## src/common/mzio_consts.svh

```systemverilog
// Offsets, field positions, reset values and sizes of the mezzanine I/O register window.
`ifndef MZIO_CONSTS_SVH
`define MZIO_CONSTS_SVH

// ==========================================================================
// Register offsets, relative to the carrier's memory-space base address
// ==========================================================================
`define MZIO_OFS_STAT 21'h0_8000
`define MZIO_OFS_DDATA 21'h0_8004
`define MZIO_OFS_DDIR 21'h0_8008
`define MZIO_OFS_SDATA 21'h0_800C
`define MZIO_OFS_SDIR 21'h0_8010
`define MZIO_OFS_IEN 21'h0_8014
`define MZIO_OFS_ITYP 21'h0_8018
`define MZIO_OFS_IPOL 21'h0_801C
`define MZIO_WIN_LO 21'h0_8000
`define MZIO_WIN_END 21'h0_802C

// ==========================================================================
// Field positions
// ==========================================================================
`define MZIO_SWRST_BIT 31
`define MZIO_ID_LSB 13
`define MZIO_ID_MSB 15
`define MZIO_PEND_MSB 7
`define MZIO_INT_LSB 8

// ==========================================================================
// Sizes and reset values
// ==========================================================================
`define MZIO_NDIFF 30
`define MZIO_NSE 16
`define MZIO_NCOS 8
`define MZIO_COS_FIRST 8
`define MZIO_RST_WORD 32'h0000_0000
`define MZIO_RST_BYTE 8'h00

`endif

```

## src/common/mzio_pkg.sv

```systemverilog
// Types shared by the mezzanine I/O register window.
package mzio_pkg;

   // ==========================================================================
   // Register selection inside the decoded window
   // ==========================================================================
   typedef enum {
      MZIO_SEL_STAT,
      MZIO_SEL_DDATA,
      MZIO_SEL_DDIR,
      MZIO_SEL_SDATA,
      MZIO_SEL_SDIR,
      MZIO_SEL_IEN,
      MZIO_SEL_ITYP,
      MZIO_SEL_IPOL,
      MZIO_SEL_UNUSED,
      MZIO_SEL_NONE
   } mzio_sel_e;

   typedef logic [31:0] mzio_word_t;

endpackage : mzio_pkg

```

## src/hw/mzio_cos_detect.sv

```systemverilog
// Change-of-state and level detector with sticky pending bits for eight channels.
`timescale 1ns/10ps
`include "mzio_consts.svh"

module mzio_cos_detect #(
   parameter int NCH = `MZIO_NCOS
) (
   // Clock and reset (hardware or software reset).
   input wire logic clk,
   input wire logic rst,
   // Synchronised channel levels.
   input wire logic [NCH-1:0] lvl,
   // Configuration: enable, type (1 = edge, 0 = level), polarity (1 = high/rising).
   input wire logic [NCH-1:0] en,
   input wire logic [NCH-1:0] typ,
   input wire logic [NCH-1:0] pol,
   // Write-one-to-clear mask.
   input wire logic [NCH-1:0] clr,
   // Sticky pending bits.
   output logic [NCH-1:0] pend
);

   logic [NCH-1:0] prev_q;
   logic [NCH-1:0] set;
   logic [NCH-1:0] pend_q;

   // Previous level, kept for edge detection; reset loads the live level so no false edge follows.
   always_ff @(posedge clk) begin
      if (rst) begin
         prev_q <= lvl;
      end else begin
         prev_q <= lvl;
      end
   end

   // ==========================================================================
   // Per-channel event and pending logic
   // ==========================================================================
   genvar g;
   generate
      for (g = 0; g < NCH; g++) begin : g_ch
         // Edge mode fires on the selected transition, level mode while the level holds.
         assign set[g] = en[g] & (typ[g] ? ((lvl[g] ^ prev_q[g]) & (lvl[g] == pol[g]))
                                         : (lvl[g] == pol[g]));

         // A set arriving with a clear wins, so no event is lost.
         always_ff @(posedge clk) begin
            if (rst) begin
               pend_q[g] <= 1'b0;
            end else if (set[g]) begin
               pend_q[g] <= 1'b1;
            end else if (clr[g]) begin
               pend_q[g] <= 1'b0;
            end
         end
      end
   endgenerate

   assign pend = pend_q;

   // ==========================================================================
   // Assertions
   // ==========================================================================
   property p_set_pends;
      @(posedge clk) disable iff (rst) (set != '0) |=> ((pend & $past(set)) == $past(set));
   endproperty
   a_set_pends: assert property (p_set_pends) else $error("event did not set pending");

   property p_clear_releases;
      @(posedge clk) disable iff (rst)
         ((clr & ~set) != '0) |=> ((pend & $past(clr & ~set)) == '0);
   endproperty
   a_clear_releases: assert property (p_clear_releases) else $error("clear ignored");

   property p_pend_sticky;
      @(posedge clk) disable iff (rst)
         1'b1 |=> (((pend & ~$past(pend)) & ~$past(set)) == '0) &&
                  ((($past(pend) & ~$past(clr)) & ~pend) == '0);
   endproperty
   a_pend_sticky: assert property (p_pend_sticky) else $error("pending bit moved alone");

   c_pend_then_clear: cover property (@(posedge clk) disable iff (rst)
      (pend[0] && !set[0]) ##1 clr[0] ##1 !pend[0]);

endmodule : mzio_cos_detect

```

## src/hw/mzio_regs.sv

```systemverilog
// Register window, soft reset and channel control of the digital I/O daughter card.
//
// Overview of operation
// - Window accepts 32, 16 and 8-bit reads and writes on every register.
// - Unused offsets and unused bits inside the window read as zero.
// - Byte lanes are little endian; byte enable 0 is the lowest byte.
// - Writing one to status bit 31 resets carrier and all card registers.
// - Status bits 15 to 13 are a read-only card identity code.
// - Status bits 0 to 7 show pending interrupts of channels 8 to 15.
// - Writing one to a status bit 0 to 7 clears that pending interrupt, unless a new event or a held level sets it in that same cycle.
// - Writing zero to a pending bit leaves it unchanged.
// - Status bits 12 to 8 and 30 to 16 belong to the carrier.
// - Offsets below 0x8000 or from 0x802C upward are not decoded here.
// - Offset 0x8018 lower half holds interrupt type for channels 15 to 8.
// - Offset 0x801C lower half holds interrupt polarity for channels 15 to 8.
// - Emulation lines take the differential channels' place in their registers.
// - Sixteen auxiliary lines map one to one onto single-ended register bits.
// - Each differential channel 0 to 29 has its own direction bit.
// - Direction zero makes a channel input, one makes it output.
// - After any reset all direction bits are zero, all channels inputs.
`timescale 1ns/10ps
`include "mzio_consts.svh"

module mzio_regs
   import mzio_pkg::*;
#(
   parameter int NDIFF = `MZIO_NDIFF,
   parameter int NSE = `MZIO_NSE,
   parameter logic [2:0] CARD_ID = 3'h2 // Arbitrary value, replace per card variant.
) (
   // Clock and synchronous reset.
   input wire logic clk,
   input wire logic srst,
   // Memory-space register access from the carrier (byte offset).
   input wire logic [20:0] bus_addr,
   input wire logic bus_rd,
   input wire logic bus_wr,
   input wire logic [3:0] bus_be,
   input wire logic [31:0] bus_wdata,
   output logic [31:0] bus_rdata,
   output logic bus_ack,
   output logic bus_hit,
   // Software reset request toward the carrier logic.
   output logic soft_reset,
   // Pending change-of-state status for the carrier's interrupt logic.
   output logic [`MZIO_NCOS-1:0] irq_pending,
   // Differential (or emulation) channels.
   input wire logic [NDIFF-1:0] diff_in,
   output logic [NDIFF-1:0] diff_out,
   output logic [NDIFF-1:0] diff_oe_n,
   // Single-ended (or auxiliary) channels.
   input wire logic [NSE-1:0] se_in,
   output logic [NSE-1:0] se_out,
   output logic [NSE-1:0] se_oe_n
);

   localparam int NCOS = `MZIO_NCOS;

   // ==========================================================================
   // Helper functions
   // ==========================================================================

   // Maps an offset onto a register of the window, or none outside it.
   function automatic mzio_sel_e decode(input logic [20:0] a);
      mzio_sel_e s;
      s = MZIO_SEL_NONE;
      if (a >= `MZIO_WIN_LO && a < `MZIO_WIN_END) begin
         case ({a[20:2], 2'b00})
            `MZIO_OFS_STAT: s = MZIO_SEL_STAT;
            `MZIO_OFS_DDATA: s = MZIO_SEL_DDATA;
            `MZIO_OFS_DDIR: s = MZIO_SEL_DDIR;
            `MZIO_OFS_SDATA: s = MZIO_SEL_SDATA;
            `MZIO_OFS_SDIR: s = MZIO_SEL_SDIR;
            `MZIO_OFS_IEN: s = MZIO_SEL_IEN;
            `MZIO_OFS_ITYP: s = MZIO_SEL_ITYP;
            `MZIO_OFS_IPOL: s = MZIO_SEL_IPOL;
            default: s = MZIO_SEL_UNUSED;
         endcase
      end
      return s;
   endfunction : decode

   // Merges write data into a word lane by lane; lane 0 is the lowest byte.
   function automatic mzio_word_t merge(input mzio_word_t old, input mzio_word_t wd,
                                        input logic [3:0] be);
      mzio_word_t r;
      r = old;
      for (int i = 0; i < 4; i++) begin
         if (be[i]) begin
            r[i*8 +: 8] = wd[i*8 +: 8];
         end
      end
      return r;
   endfunction : merge

   // ==========================================================================
   // Decode and register state
   // ==========================================================================
   mzio_sel_e sel;
   logic wr_en;
   logic rst_all;
   logic swrst_q;
   logic [NDIFF-1:0] ddata_q;
   logic [NDIFF-1:0] ddir_q;
   logic [NSE-1:0] sdata_q;
   logic [NSE-1:0] sdir_q;
   logic [NCOS-1:0] ien_q;
   logic [NCOS-1:0] ityp_q;
   logic [NCOS-1:0] ipol_q;
   logic [NDIFF-1:0] dsync1_q;
   logic [NDIFF-1:0] dsync2_q;
   logic [NSE-1:0] ssync1_q;
   logic [NSE-1:0] ssync2_q;
   logic [NCOS-1:0] pend;
   logic [NCOS-1:0] clr;
   mzio_word_t rd_mux;
   mzio_word_t ddata_rd;
   mzio_word_t sdata_rd;

   // Host offsets already have the carrier base removed by the carrier decode.
   assign sel = decode(bus_addr);
   assign bus_hit = (sel != MZIO_SEL_NONE);
   assign wr_en = bus_wr & bus_hit;
   assign rst_all = srst | swrst_q;

   // Soft reset: one pulse after a write of one to bit 31, then resets all registers except the pin synchronisers and the bus answer.
   always_ff @(posedge clk) begin
      if (srst) begin
         swrst_q <= 1'b0;
      end else begin
         swrst_q <= wr_en && sel == MZIO_SEL_STAT && bus_be[3] &&
                    bus_wdata[`MZIO_SWRST_BIT];
      end
   end
   assign soft_reset = swrst_q;

   // Two-flop synchronisers on the channel pins.
   always_ff @(posedge clk) begin
      if (srst) begin
         dsync1_q <= '0;
         dsync2_q <= '0;
         ssync1_q <= '0;
         ssync2_q <= '0;
      end else begin
         dsync1_q <= diff_in;
         dsync2_q <= dsync1_q;
         ssync1_q <= se_in;
         ssync2_q <= ssync1_q;
      end
   end

   // Differential data and direction registers.
   always_ff @(posedge clk) begin
      if (rst_all) begin
         ddata_q <= '0;
         ddir_q <= '0;
      end else if (wr_en && sel == MZIO_SEL_DDATA) begin
         ddata_q <= NDIFF'(merge(mzio_word_t'(ddata_q), bus_wdata, bus_be));
      end else if (wr_en && sel == MZIO_SEL_DDIR) begin
         ddir_q <= NDIFF'(merge(mzio_word_t'(ddir_q), bus_wdata, bus_be));
      end
   end

   // Single-ended data and direction registers.
   always_ff @(posedge clk) begin
      if (rst_all) begin
         sdata_q <= '0;
         sdir_q <= '0;
      end else if (wr_en && sel == MZIO_SEL_SDATA) begin
         sdata_q <= NSE'(merge(mzio_word_t'(sdata_q), bus_wdata, bus_be));
      end else if (wr_en && sel == MZIO_SEL_SDIR) begin
         sdir_q <= NSE'(merge(mzio_word_t'(sdir_q), bus_wdata, bus_be));
      end
   end

   // Interrupt enable, type and polarity sit in bits 15 to 8 of their words.
   always_ff @(posedge clk) begin
      if (rst_all) begin
         ien_q <= `MZIO_RST_BYTE;
         ityp_q <= `MZIO_RST_BYTE;
         ipol_q <= `MZIO_RST_BYTE;
      end else if (wr_en && bus_be[1]) begin
         if (sel == MZIO_SEL_IEN) begin
            ien_q <= bus_wdata[`MZIO_INT_LSB +: NCOS];
         end
         if (sel == MZIO_SEL_ITYP) begin
            ityp_q <= bus_wdata[`MZIO_INT_LSB +: NCOS];
         end
         if (sel == MZIO_SEL_IPOL) begin
            ipol_q <= bus_wdata[`MZIO_INT_LSB +: NCOS];
         end
      end
   end

   // ==========================================================================
   // Change-of-state detection on differential channels 15 to 8
   // ==========================================================================
   assign clr = (wr_en && sel == MZIO_SEL_STAT && bus_be[0]) ?
                bus_wdata[`MZIO_PEND_MSB:0] : '0;

   mzio_cos_detect #(
      .NCH(NCOS)
   ) u_cos (
      .clk(clk),
      .rst(rst_all),
      .lvl(dsync2_q[`MZIO_COS_FIRST +: NCOS]),
      .en(ien_q),
      .typ(ityp_q),
      .pol(ipol_q),
      .clr(clr),
      .pend(pend)
   );
   assign irq_pending = pend;

   // ==========================================================================
   // Pin drive
   // ==========================================================================

   // A direction bit of one drives the pin; the enable is low while driving.
   assign diff_out = ddata_q;
   assign diff_oe_n = ~ddir_q;
   assign se_out = sdata_q;
   assign se_oe_n = ~sdir_q;

   // ==========================================================================
   // Read path
   // ==========================================================================

   // Outputs read back their written value, inputs their pin level.
   assign ddata_rd = mzio_word_t'((ddir_q & ddata_q) | (~ddir_q & dsync2_q));
   assign sdata_rd = mzio_word_t'((sdir_q & sdata_q) | (~sdir_q & ssync2_q));

   // Selects the word to return; unused words and bits read zero.
   always_comb begin
      rd_mux = `MZIO_RST_WORD;
      case (sel)
         MZIO_SEL_STAT: begin
            rd_mux[`MZIO_PEND_MSB:0] = pend;
            rd_mux[`MZIO_ID_MSB:`MZIO_ID_LSB] = CARD_ID;
         end
         MZIO_SEL_DDATA: rd_mux = ddata_rd;
         MZIO_SEL_DDIR: rd_mux = mzio_word_t'(ddir_q);
         MZIO_SEL_SDATA: rd_mux = sdata_rd;
         MZIO_SEL_SDIR: rd_mux = mzio_word_t'(sdir_q);
         MZIO_SEL_IEN: rd_mux[`MZIO_INT_LSB +: NCOS] = ien_q;
         MZIO_SEL_ITYP: rd_mux[`MZIO_INT_LSB +: NCOS] = ityp_q;
         MZIO_SEL_IPOL: rd_mux[`MZIO_INT_LSB +: NCOS] = ipol_q;
         default: rd_mux = `MZIO_RST_WORD;
      endcase
   end

   // Registered answer one cycle after the request; the full word is returned.
   always_ff @(posedge clk) begin
      if (srst) begin
         bus_rdata <= `MZIO_RST_WORD;
         bus_ack <= 1'b0;
      end else begin
         bus_rdata <= (bus_rd && bus_hit) ? rd_mux : `MZIO_RST_WORD;
         bus_ack <= (bus_rd | bus_wr) & bus_hit;
      end
   end

   // ==========================================================================
   // Assertions
   // ==========================================================================
   property p_dir_drives;
      @(posedge clk) disable iff (srst)
         (wr_en && sel == MZIO_SEL_DDIR && bus_be == 4'hF && !swrst_q)
         |=> (diff_oe_n == ~$past(bus_wdata[NDIFF-1:0]));
   endproperty
   a_dir_drives: assert property (p_dir_drives) else $error("direction not on pins");

   property p_byte_lane;
      @(posedge clk) disable iff (srst)
         (wr_en && sel == MZIO_SEL_DDIR && bus_be == 4'h1 && !swrst_q)
         |=> (ddir_q[7:0] == $past(bus_wdata[7:0])) &&
             (ddir_q[NDIFF-1:8] == $past(ddir_q[NDIFF-1:8]));
   endproperty
   a_byte_lane: assert property (p_byte_lane) else $error("byte lane leaked");

   property p_soft_reset;
      @(posedge clk) disable iff (srst)
         (wr_en && sel == MZIO_SEL_STAT && bus_be[3] && bus_wdata[31])
         |=> soft_reset ##1 (!soft_reset && diff_oe_n == '1 && ien_q == '0 && pend == '0);
   endproperty
   a_soft_reset: assert property (p_soft_reset) else $error("soft reset failed");

   property p_id_read;
      @(posedge clk) disable iff (srst)
         (bus_rd && sel == MZIO_SEL_STAT)
         |=> bus_ack && bus_rdata[15:13] == CARD_ID && bus_rdata[31:16] == '0 &&
             bus_rdata[12:8] == '0;
   endproperty
   a_id_read: assert property (p_id_read) else $error("identity field wrong");

   property p_pend_read;
      @(posedge clk) disable iff (srst)
         (bus_rd && sel == MZIO_SEL_STAT) |=> bus_rdata[7:0] == $past(pend);
   endproperty
   a_pend_read: assert property (p_pend_read) else $error("pending status wrong");

   property p_unused_zero;
      @(posedge clk) disable iff (srst)
         (bus_rd && sel == MZIO_SEL_UNUSED) |=> bus_ack && bus_rdata == '0;
   endproperty
   a_unused_zero: assert property (p_unused_zero) else $error("unused offset not zero");

   property p_outside;
      @(posedge clk) disable iff (srst)
         (bus_addr < `MZIO_WIN_LO || bus_addr >= `MZIO_WIN_END) && bus_rd
         |-> !bus_hit ##1 !bus_ack;
   endproperty
   a_outside: assert property (p_outside) else $error("decoded outside window");

   property p_reset_inputs;
      @(posedge clk) disable iff (srst)
         $fell(srst) |-> diff_oe_n == '1 && se_oe_n == '1 && ityp_q == '0 && ipol_q == '0;
   endproperty
   a_reset_inputs: assert property (p_reset_inputs) else $error("channel not input");

   c_soft_reset: cover property (@(posedge clk) disable iff (srst) soft_reset);
   c_byte_write: cover property (@(posedge clk) disable iff (srst)
      wr_en && sel == MZIO_SEL_SDATA && bus_be == 4'h2);
   c_pend_read: cover property (@(posedge clk) disable iff (srst)
      bus_rd && sel == MZIO_SEL_STAT && pend != '0);

endmodule : mzio_regs

```

## config.mk

```make
export PLATFORM = sky130hd
export DESIGN_NAME = mzio_regs
export DESIGN_NICKNAME = d
export VERILOG_FILES = /design/src/common/mzio_pkg.sv /design/src/hw/mzio_cos_detect.sv /design/src/hw/mzio_regs.sv
export VERILOG_INCLUDE_DIRS = /design/src /design/src/common
export SDC_FILE = /design/constraint.sdc
export NUM_CORES = 1
export LEC_CHECK = 0
export BUFFER_PORTS_ARGS = -buffer_cell sky130_fd_sc_hd__buf_2
export CORE_AREA = 2 2 174 176
export DETAILED_ROUTE_END_ITERATION = 16
export DIE_AREA = 0 0 176 178
export PLACE_DENSITY = 0.54
export SLEW_MARGIN = 40
export SYNTH_ARGS = -nofsm -noshare
export SYNTH_HDL_FRONTEND = slang
export SYNTH_SLANG_ARGS = --single-unit
```

## constraint.sdc

```tcl
create_clock -name clk -period 2.2 [get_ports clk]
set_input_delay 0.33 -clock clk [delete_from_list [all_inputs] [get_ports clk]]
set_output_delay 0.33 -clock clk [all_outputs]
set_load 0.01 [all_outputs]
```

==> impl_metrics.csv, run 1 <==
group,metric,value,unit
clock_tree,clk_latency,0.54,ns
synth,synth_top_cell_by_area,"dfxtp_1",
route,drc_errors,0,
power_and_ir_drop,switching_share,22.0,%
power_and_ir_drop,p_int,0.00794,W
sta,setup_viol,0,
synth,ys_ff_latch,256,
power_and_ir_drop,seqPwrFrac,46.7,%
power_and_ir_drop,p_clk_share,47.9,%
clock_tree,cts_inserted_buffers,29,
layout,area_delta_synth_final,33.3,%
synth,synth_top_area_share,50.1,%
grt,grt_pass1_wl,53100,um
power_and_ir_drop,power_density,746,nW/um^2
placement,place_inst,1759,
sta,drv_slew,0,
placement,place_area,12400,sq um
layout,finalNetCount,1538,
worst_setup_path,crit_top_cell,"buf_2",
worst_setup_path,worstPathMaxFanout,6,
sta,relSlewSlack,53.6,%
placement,gp_congestion,0.866,
clock_tree,cts_hold_buf,31,
synth,synth_ff_type,"dfxtp_1",
clock_tree,clkTransAtPathRegs,0.05,ns
worst_setup_path,crit_path_end_kind,"primary output",
route,wl_per_cell,19.4,um
route,dr.first_iter.drc_count,726,
sta,max_freq,478,MHz
run,maxCapViolations,0,
placement,io_buffers,236,
route,via_per_inst,5.21,
sta,setup_tns,0,ns
synth,synth.area.top_cells,"dfxtp_1, a21oi_1, nor2b_1",
worst_setup_path,cp_num_buf_inv,3,
sta,period_needed,2.09,ns
floorplanning,die_y,178,um
route,via_count,9605,
worst_setup_path,slowest_stage,"nor4_1",
sta,tightest_slew,0.694,ns
clock_tree,post-cts-setup-buffer-count,0,
clock_tree,ctsResizeCount,0,
floorplanning,core-area,29400,sq um
clock_tree,h-tree-depth,1,
floorplanning,row_count,63,
layout,n_fill_cell,2819,
floorplanning,die_w,176,um
sta,rsz0062_at_grt,"false",
synth,netlist_area,10200,sq um
synth,syn_inst,1146,
worst_setup_path,path_cells,"buf_2 > nor4_1 > buf_4 > nand4_1 > a21oi_1 > buf_2",
grt,grt_max_degree,77,
clock_tree,tritoncts,"yes",
power_and_ir_drop,peakVddDrop,510,uV
grt,antenna_found_initial,2,
synth,ys_warn_count,0,
grt,gr-total-overflow,0,
grt,grt_pass1_vias,9043,
power_and_ir_drop,cellLeakagePower,5.28,nW
worst_setup_path,cp_top_family,"simple AND/OR/NAND/NOR gates",
route,drtPass1Iterations,5,
synth,async_flop_share,0,%
synth,ys_types,50,
synth,seq_area_frac_synth,50.1,%
min_path,min_path_type,"in -> reg",
sta,holdWs,0.0151,ns
floorplanning,die_area,31300,sq um
layout,design_area,13600,sq um
clock_tree,cts-root-buf,"clkbuf_16",
layout,instances_no_fill,1842,
route,ant_nets,0,
sta,skew,0.0115,ns
sta,hold_viol,0,
floorplanning,start_util,34.8,%
sta,min_period_over_period,95.1,%
placement,post-dp-hpwl,25600,um
layout,final_util,46.4,%
power_and_ir_drop,netSwitchingPower,0.00223,W
clock_tree,cts_sinks,256,
worst_setup_path,cp_slowest_stage_delay,0.52,ns
worst_setup_path,critPathArrivalTime,1.76,ns
layout,drive_gt1_share,27.9,%
status,outcome,"completed",
grt,grtUsageTotal,21.9,%
floorplanning,io_pins,242,
clock_tree,clockBufferDepth,3,
worst_setup_path,start_kind,"primary input",
power_and_ir_drop,p_comb_share,5.4,%
route,finalWirelength,35700,um
synth,synth-edff-count,0,
worst_setup_path,cp.required,1.87,ns
synth,postSynthAreaPerCell,8.93,sq um
worst_setup_path,path_class,"in -> out",
worst_setup_path,r2r_slack,0.49,ns
==> cell families after synthesis <==
logic type / Yosys count / share of synthesized area [%]
other: 1 / 0.0367
buffers and inverters: 136 / 5.22
AOI/OAI and AO/OA: 282 / 14.7
DFF: 256 / 50.1
muxes: 82 / 8.60
and+or+nand+nor: 389 / 21.4
==> sequential cells by signal, indices dropped and copies added, names as in the netlist <==
register,cells
bus_rdata,30
ddir_q,30
diff_out,30
dsync1_q,30
dsync2_q,30
sdir_q,16
se_out,16
ssync1_q,16
ssync2_q,16
ien_q,8
ipol_q,8
ityp_q,8
u_cos.pend,8
u_cos.prev_q,8
bus_ack,1
soft_reset,1
==> power groups by stage <==
| stage | combinational, W | sequential, W | clock (W) |
|---|---|---|---|
| 2_1_floorplan | 0.000244 | 0.00484 | 0 |
| 3_3_place_gp | 0.000498 | 0.00485 | 0 |
| 3_5_place_dp | 0.000502 | 0.00485 | 0 |
| 4_1_cts | 0.000546 | 0.00475 | 0.00496 |
| 5_1_grt | 0.000593 | 0.00476 | 0.00517 |
| 6_report | 0.000550 | 0.00475 | 0.00487 |
==> Yosys cell counts (all sizes together) (8+ instances only) <==
cell type / count
a21oi: 136
buf: 18
clkbuf: 72
dfxtp: 256
inv: 46
mux2: 27
mux2i: 53
nand2: 82
nand3: 71
nand4: 60
nor2: 23
nor2b: 103
nor3: 11
nor4: 8
o21ai: 116
==> area by class of cell <==
cell class / instances / area [sq um] / area share, %
multi-input combinational: 755 / 4630 / 34.0
timing repair buffer: 343 / 2250 / 16.5
clock inverter: 10 / 129 / 0.945
sequential: 256 / 5120 / 37.6
tap: 390 / 488 / 3.58
clock buffer: 40 / 837 / 6.14
antenna: 2 / 5.00 / 0.0367
inverter: 46 / 173 / 1.27
==> metal layers <==
metal | vias to the layer above | wire length, um | global-route usage [%]
met5 | - | 0 | 0
met4 | 0 | 974 | 6.89
met3 | 65 | 2820 | 4.84
met2 | 407 | 16300 | 35.4
met1 | 4544 | 15600 | 29.3
li1 | 4589 | - | -
==> through the flow <==
| stage | power (W) | worst slack [ns] |
|---|---|---|
| final | 0.0102 | 0.108 |
| after global placement | 0.00535 | -0.0630 |
| after CTS | 0.0103 | 0.0674 |
| after detailed placement | 0.00535 | -0.0527 |
| after floorplan | 0.00508 | 0.163 |
| after global routing | 0.0105 | 0.000396 |
==> worst reg2reg max path: cells and delay by family, from the launching register on <==
family / cells / cell delay [ns]
compound gates: 3 / 0.72
flops: 1 / 0.38
mux: 1 / 0.28
buf+inv: 1 / 0.20
==> final timing paths <==
path	to	from	cells after the start
max	bus_hit	bus_addr[13]	6
max reg2reg	bus_rdata[14]	sdir_q[14]	5
min reg2reg	u_cos.prev_q[6]	dsync2_q[14]	0
min	dsync1_q[3]	diff_in[3]	2
==> cell usage in the layout (no fill, tap or decap), drive strengths merged, types with 6 or more instances in the layout <==
cell type	netlist	layout
a21oi	136	136
and2	6	6
buf	18	312
clkbuf	72	40
clkinv	0	6
dfxtp	256	256
dlygate4sd3	0	31
inv	46	47
mux2	27	27
mux2i	53	53
nand2	82	82
nand3	71	71
nand4	60	60
nor2	23	23
nor2b	103	103
nor3	11	11
nor4	8	8
o21ai	116	116
o22ai	6	6
o2bb2ai	6	6
No activity file was read; power rests on OpenSTA's default activity.
==> run 2: changes to the inputs <==
RECOVER_POWER = 25   (was unset)
==> run 2 against run 1 <==
The run now ends with capacitance limit, slew limit left. Final cell count stayed put. Setup slack worse by 0.00052 ns. Register-to-register slack better by 0.03 ns. Non-clock buffer count stayed put. Largest power group unchanged.
==> impl_metrics.csv, run 2 (synthesized netlist as in run 1, its figures left out) <==
group,metric,value,unit
status,outcome,"complete, but fails checks",
status,violations,"capacitance limit, slew limit",
floorplanning,die_area,31300,sq um
sta,setup_ws,0.107,ns
layout,final_util,46.4,%
sta,relSlewSlack,-3.09,%
grt,grt_max_degree,77,
sta,period_needed,2.09,ns
sta,tightest_slew,1.55,ns
floorplanning,row_count,63,
power_and_ir_drop,p_int,0.00794,W
min_path,hold_start,"se_in[8]",
worst_setup_path,critPathArrivalTime,1.76,ns
grt,grt_pass1_wl,53100,um
min_path,min_path_type,"in -> reg",
layout,finalNetCount,1538,
power_and_ir_drop,seqPwrFrac,46.7,%
clock_tree,clkTransAtPathRegs,0.06,ns
power_and_ir_drop,netSwitchingPower,0.00224,W
power_and_ir_drop,power_density,747,nW/um^2
route,dr.first_iter.drc_count,731,
layout,regArea,5120,sq um
worst_setup_path,start_kind,"primary input",
route,drtPass1Iterations,5,
route,finalWirelength,35700,um
sta,drv_slew,34,
clock_tree,h-tree-depth,1,
clock_tree,cts_inserted_buffers,29,
floorplanning,start_util,34.8,%
placement,post-dp-hpwl,25600,um
grt,gr-total-overflow,0,
clock_tree,cts_sinks,256,
worst_setup_path,startpoint,"bus_addr[13]",
worst_setup_path,path_class,"in -> out",
sta,skew,0.00859,ns
grt,antenna_found_initial,2,
clock_tree,cts-root-buf,"clkbuf_16",
sta,holdWs,0.0156,ns
route,ant_nets,0,
grt,grtUsageTotal,21.9,%
layout,layout_commonest_cell,"dfxtp_1",
power_and_ir_drop,peakVddDrop,510,uV
clock_tree,clockBufferDepth,3,
power_and_ir_drop,switching_share,22.0,%
route,drc_errors,0,
layout,drive_gt1_share,27.8,%
sta,hold_viol,0,
layout,mostFrequentLayoutCells,"dfxtp_1, buf_2, a21oi_1",
sta,setup_viol,0,
worst_setup_path,cp.required,1.87,ns
run,maxCapViolations,1,
placement,post-place-ws,-0.0527,ns
layout,area_delta_synth_final,33.2,%
placement,gp_congestion,0.866,
worst_setup_path,worstPathMaxFanout,6,
floorplanning,io_pins,242,
placement,place_area,12400,sq um
route,via_per_inst,5.23,
floorplanning,die_y,178,um
power_and_ir_drop,p_comb_share,5.4,%
route,via_count,9629,
worst_setup_path,crit_path_end_kind,"primary output",
power_and_ir_drop,cellLeakagePower,5.27,nW
clock_tree,clk_latency,0.54,ns
worst_setup_path,r2r-start,"sdir_q[14]",
floorplanning,core-area,29400,sq um
sta,rsz0062_at_grt,"false",
sta,max_freq,478,MHz
floorplanning,die_w,176,um
layout,n_fill_cell,2819,
sta,min_period_over_period,95.1,%
placement,io_buffers,236,
layout,multi_input_area,4630,sq um
layout,design_area,13600,sq um
clock_tree,tritoncts,"yes",
grt,grt_pass1_vias,9043,
route,wl_per_cell,19.4,um
power_and_ir_drop,p_clk_share,47.9,%
clock_tree,post-cts-setup-buffer-count,0,
## run 2: changes by cell type in the layout (fill, tap and decap cells not counted), sizes merged
cell,before,now
buf,312,309
clkbuf,40,43
## run 2: final timing paths
| check | slack, ns | endpoint | depth (start not counted) |
|---|---|---|---|
| worst max register to register | 0.52 | bus_rdata[14] | 5 |
| worst min register to register | 0.39 | u_cos.prev_q[6] | 0 |
| worst max-delay path | 0.11 | bus_hit | 6 |
| worst min-delay path | 0.02 | ssync1_q[8] | 2 |
## run 2: timing repair
action	CTS	global route
hold buffers	31	0
hold endpoints to repair	31	0
gates resized for setup	0	0
## run 2: area by class of cell
class / count / area share, %
timing repair buffer: 343 / 16.4
antenna: 2 / 0.0367
inverter: 46 / 1.27
sequential: 256 / 37.6
clock buffer: 40 / 6.14
clock inverter: 10 / 0.945
multi-input combinational: 755 / 34.0
tap: 390 / 3.58
## run 2: stage by stage
step / TNS (ns) / power (W) / cells
after floorplan: 0 / 0.00508 / 1147
after global placement: -0.696 / 0.00535 / 1759
after detailed placement: -1.13 / 0.00535 / 1759
after CTS: 0 / 0.0103 / 1840
after global routing: 0 / 0.0105 / 1842
final: 0 / 0.0102 / 1842
## run 2: worst max-delay path, stage by stage
cell,delay [ns]
buf_2,0.10
nor4_1,0.52
buf_4,0.24
nand4_1,0.20
a21oi_1,0.18
buf_2,0.18
## run 2: per-layer routing
metal  up-vias  GRT usage, %  part of all wire, %
met5         -             0                    0
met4         0          6.89                  2.7
met3        66          4.84                  8.0
met2       402          35.4                   45
met1      4571          29.3                   44
li1       4590             -                    -
## run 2: power groups by stage
stage / Combinational [W] / Clock (W) / Sequential [W]
3_5_place_dp: 0.000502 / 0 / 0.00485
2_1_floorplan: 0.000244 / 0 / 0.00484
3_3_place_gp: 0.000498 / 0 / 0.00485
4_1_cts: 0.000546 / 0.00496 / 0.00475
5_1_grt: 0.000592 / 0.00517 / 0.00476
6_report: 0.000549 / 0.00488 / 0.00475
==> run 3: changes to the inputs <==
ABC_AREA = 1   (was unset)
CORE_AREA = 2 2 172 174   (was 2 2 174 176)
DIE_AREA = 0 0 174 176   (was 0 0 176 178)
==> run 3 against run 2 <==
The run still ends with capacitance limit, slew limit left. Sequential share of layout area grew 1.0 points. Clock power grew 3%. Global-route usage shrank 1.9 points. Final cell count grew 15%. Critical path depth shrank 3. Synthesized cell count grew 22%. Hold slack lost 0.0093 ns. Critical endpoint is now ssync2_q[2]. Highest routed layer unchanged.
==> impl_metrics.csv, run 3 <==
group,metric,value,unit
sta,skew,0.0205,ns
placement,io_buffers,236,
sta,drv_slew,74,
floorplanning,die_w,174,um
synth,synth.area.top_cells,"dfxtp_1, nor2_1, nand2_1",
synth,synth-edff-count,0,
worst_setup_path,path_cells,"buf_4 > clkbuf_2 > nor2_1",
synth,ys_ff_latch,256,
clock_tree,cts_sinks,256,
grt,grt_max_degree,103,
floorplanning,io_pins,242,
route,dr.first_iter.drc_count,560,
sta,tightest_slew,1.58,ns
floorplanning,core-area,28500,sq um
clock_tree,tritoncts,"yes",
layout,mostFrequentLayoutCells,"nor2_1, nand2_1, dfxtp_1",
synth,synth_top_area_share,51.8,%
sta,setup_tns,0,ns
worst_setup_path,cp.required,2.54,ns
clock_tree,clkTransAtPathRegs,0.06,ns
synth,async_flop_share,0,%
status,outcome,"complete, but fails checks",
route,drtPass1Iterations,5,
power_and_ir_drop,peakVddDrop,498,uV
sta,period_needed,1.75,ns
floorplanning,die_area,30600,sq um
layout,area_delta_synth_final,34.0,%
layout,design_area,13300,sq um
route,via_per_inst,4.48,
power_and_ir_drop,cellLeakagePower,6.45,nW
layout,layout_commonest_cell,"nor2_1",
worst_setup_path,critPathArrivalTime,2.09,ns
route,wl_per_cell,15.1,um
grt,grt_pass1_vias,8821,
synth,yosysMostFrequentCell,"nor2_1",
synth,synth_ff_type,"dfxtp_1",
synth,muxShareOfSynthArea,0.303,%
grt,antenna_found_initial,2,
status,violations,"capacitance limit, slew limit",
placement,place_inst,2015,
layout,finalNetCount,1818,
synth,ys_types,31,
floorplanning,die_y,176,um
layout,n_fill_cell,2917,
synth,synth_top_cell_by_area,"dfxtp_1",
min_path,min_path_type,"in -> reg",
layout,regArea,5120,sq um
sta,min_period_over_period,79.7,%
floorplanning,start_util,34.7,%
layout,instances_no_fill,2120,
synth,synth_fa_ha_area_share,0,%
grt,grt_pass1_wl,48300,um
synth,synth_top_family_by_area,"simple AND/OR/NAND/NOR gates",
synth,synth-simple-area-share,29.6,%
route,drc_errors,0,
placement,place_area,11800,sq um
synth,yosys.area_share.xor_xnor,0,%
sta,hold_viol,0,
clock_tree,ctsResizeCount,0,
worst_setup_path,cp_top_family,"buffers and inverters",
sta,relSlewSlack,-5.38,%
floorplanning,row_count,62,
worst_setup_path,crit_path_end_kind,"flop",
synth,postSynthAreaPerCell,7.11,sq um
synth,ys_warn_count,0,
synth,synth_compound_area_share,8.97,%
sta,max_freq,571,MHz
route,ant_nets,0,
worst_setup_path,cp_num_buf_inv,2,
worst_setup_path,slowest_stage,"clkbuf_2",
power_and_ir_drop,power_density,769,nW/um^2
layout,drive_gt1_share,21.1,%
worst_setup_path,path_class,"in -> reg",
clock_tree,h-tree-depth,1,
layout,multi_input_area,3860,sq um
run,maxCapViolations,1,
clock_tree,cts-root-buf,"clkbuf_16",
sta,holdWs,0.00629,ns
synth,syn_inst,1393,
clock_tree,clk_latency,0.56,ns
clock_tree,cts_inserted_buffers,29,
sta,rsz0062_at_grt,"false",
worst_setup_path,start_kind,"primary input",
sta,setup_viol,0,
route,via_count,9495,
synth,synth_common_cells,"nor2_1, nand2_1, dfxtp_1, inv_1, o21ai_0",
worst_setup_path,cp_slowest_stage_delay,1.20,ns
grt,gr-total-overflow,0,
synth,seq_area_frac_synth,51.8,%
route,finalWirelength,32000,um
placement,post-dp-hpwl,22900,um
grt,grtUsageTotal,20.0,%
synth,netlist_area,9900,sq um
clock_tree,clockBufferDepth,3,
worst_setup_path,worstPathMaxFanout,73,
placement,gp_congestion,0.858,
run 3: cell types whose count changed after synthesis, moves of 8 or more:
cell      delta
nor2b_1    -103
clkbuf_1    -45
o21ai_0     -18
nand2_1    +217
mux2_2      -27
inv_2        +8
nor2_1     +318
inv_1      +142
mux2i_1     -50
nand4_1     -52
a21oi_1     -70
nand3_1     -42
run 3: final timing paths:
path               start            to  depth (start not counted)  slack (ns)
max                 srst   ssync2_q[2]                          3        0.45
min reg2reg  ssync1_q[0]   ssync2_q[0]                          2        0.40
max reg2reg   soft_reset  diff_out[28]                          3        0.65
min             se_in[8]   ssync1_q[8]                          3       0.006
run 3: layout make-up:
type                            instances  area share [%]
Antenna cell                            2          0.0377
Clock buffer                           45            6.83
Clock inverter                          9           0.849
Inverter                              198            5.60
Multi-Input combinational cell        899            29.1
Sequential cell                       256            38.6
Tap cell                              384            3.62
Timing Repair Buffer                  327            15.3
run 3: worst reg2reg max path, delay by kind of cell (launching register included):
| kind | cells | cell delay, ns |
|---|---|---|
| buf+inv | 1 | 0.62 |
| flops | 1 | 0.33 |
| simple gates | 2 | 0.50 |
run 3: per-layer routing:
| layer | part of all wire (%) | track usage [%] |
|---|---|---|
| met2 | 45 | 32.9 |
| met5 | 0 | 0 |
| met3 | 6.0 | 3.27 |
| met1 | 46 | 27.4 |
| met4 | 2.3 | 5.36 |
run 3: report_power, final:
group	total (W)	switching, W	internal, W
combinational	0.000416	0.000236	0.000180
clock	0.00503	0.00197	0.00306
sequential	0.00475	0.0000328	0.00472
total	0.0102	0.00224	0.00796
run 3: kinds of logic after synthesis:
group / count (synthesis)
buffers and inverters: 239
muxes: 3
and+or+nand+nor: 721
other: 1
DFF: 256
AOI/OAI and AO/OA: 173
run 3: stage by stage:
step / utilization [%] / setup WS (ns) / power [W]
CTS: 46.5 / 0.466 / 0.0103
global placement: 41.2 / -0.0280 / 0.00520
floorplan: - / 0.406 / 0.00501
detailed placement: 41.2 / -0.0755 / 0.00521
global route: 46.5 / 0.274 / 0.0105
finish: 46.5 / 0.448 / 0.0102
run 3: repair_timing:
| action | 4_1_cts | 5_1_grt |
|---|---|---|
| hold buffers | 49 | 0 |
| buffers inserted | 0 | 0 |
| endpoints found under the hold margin | 49 | 0 |
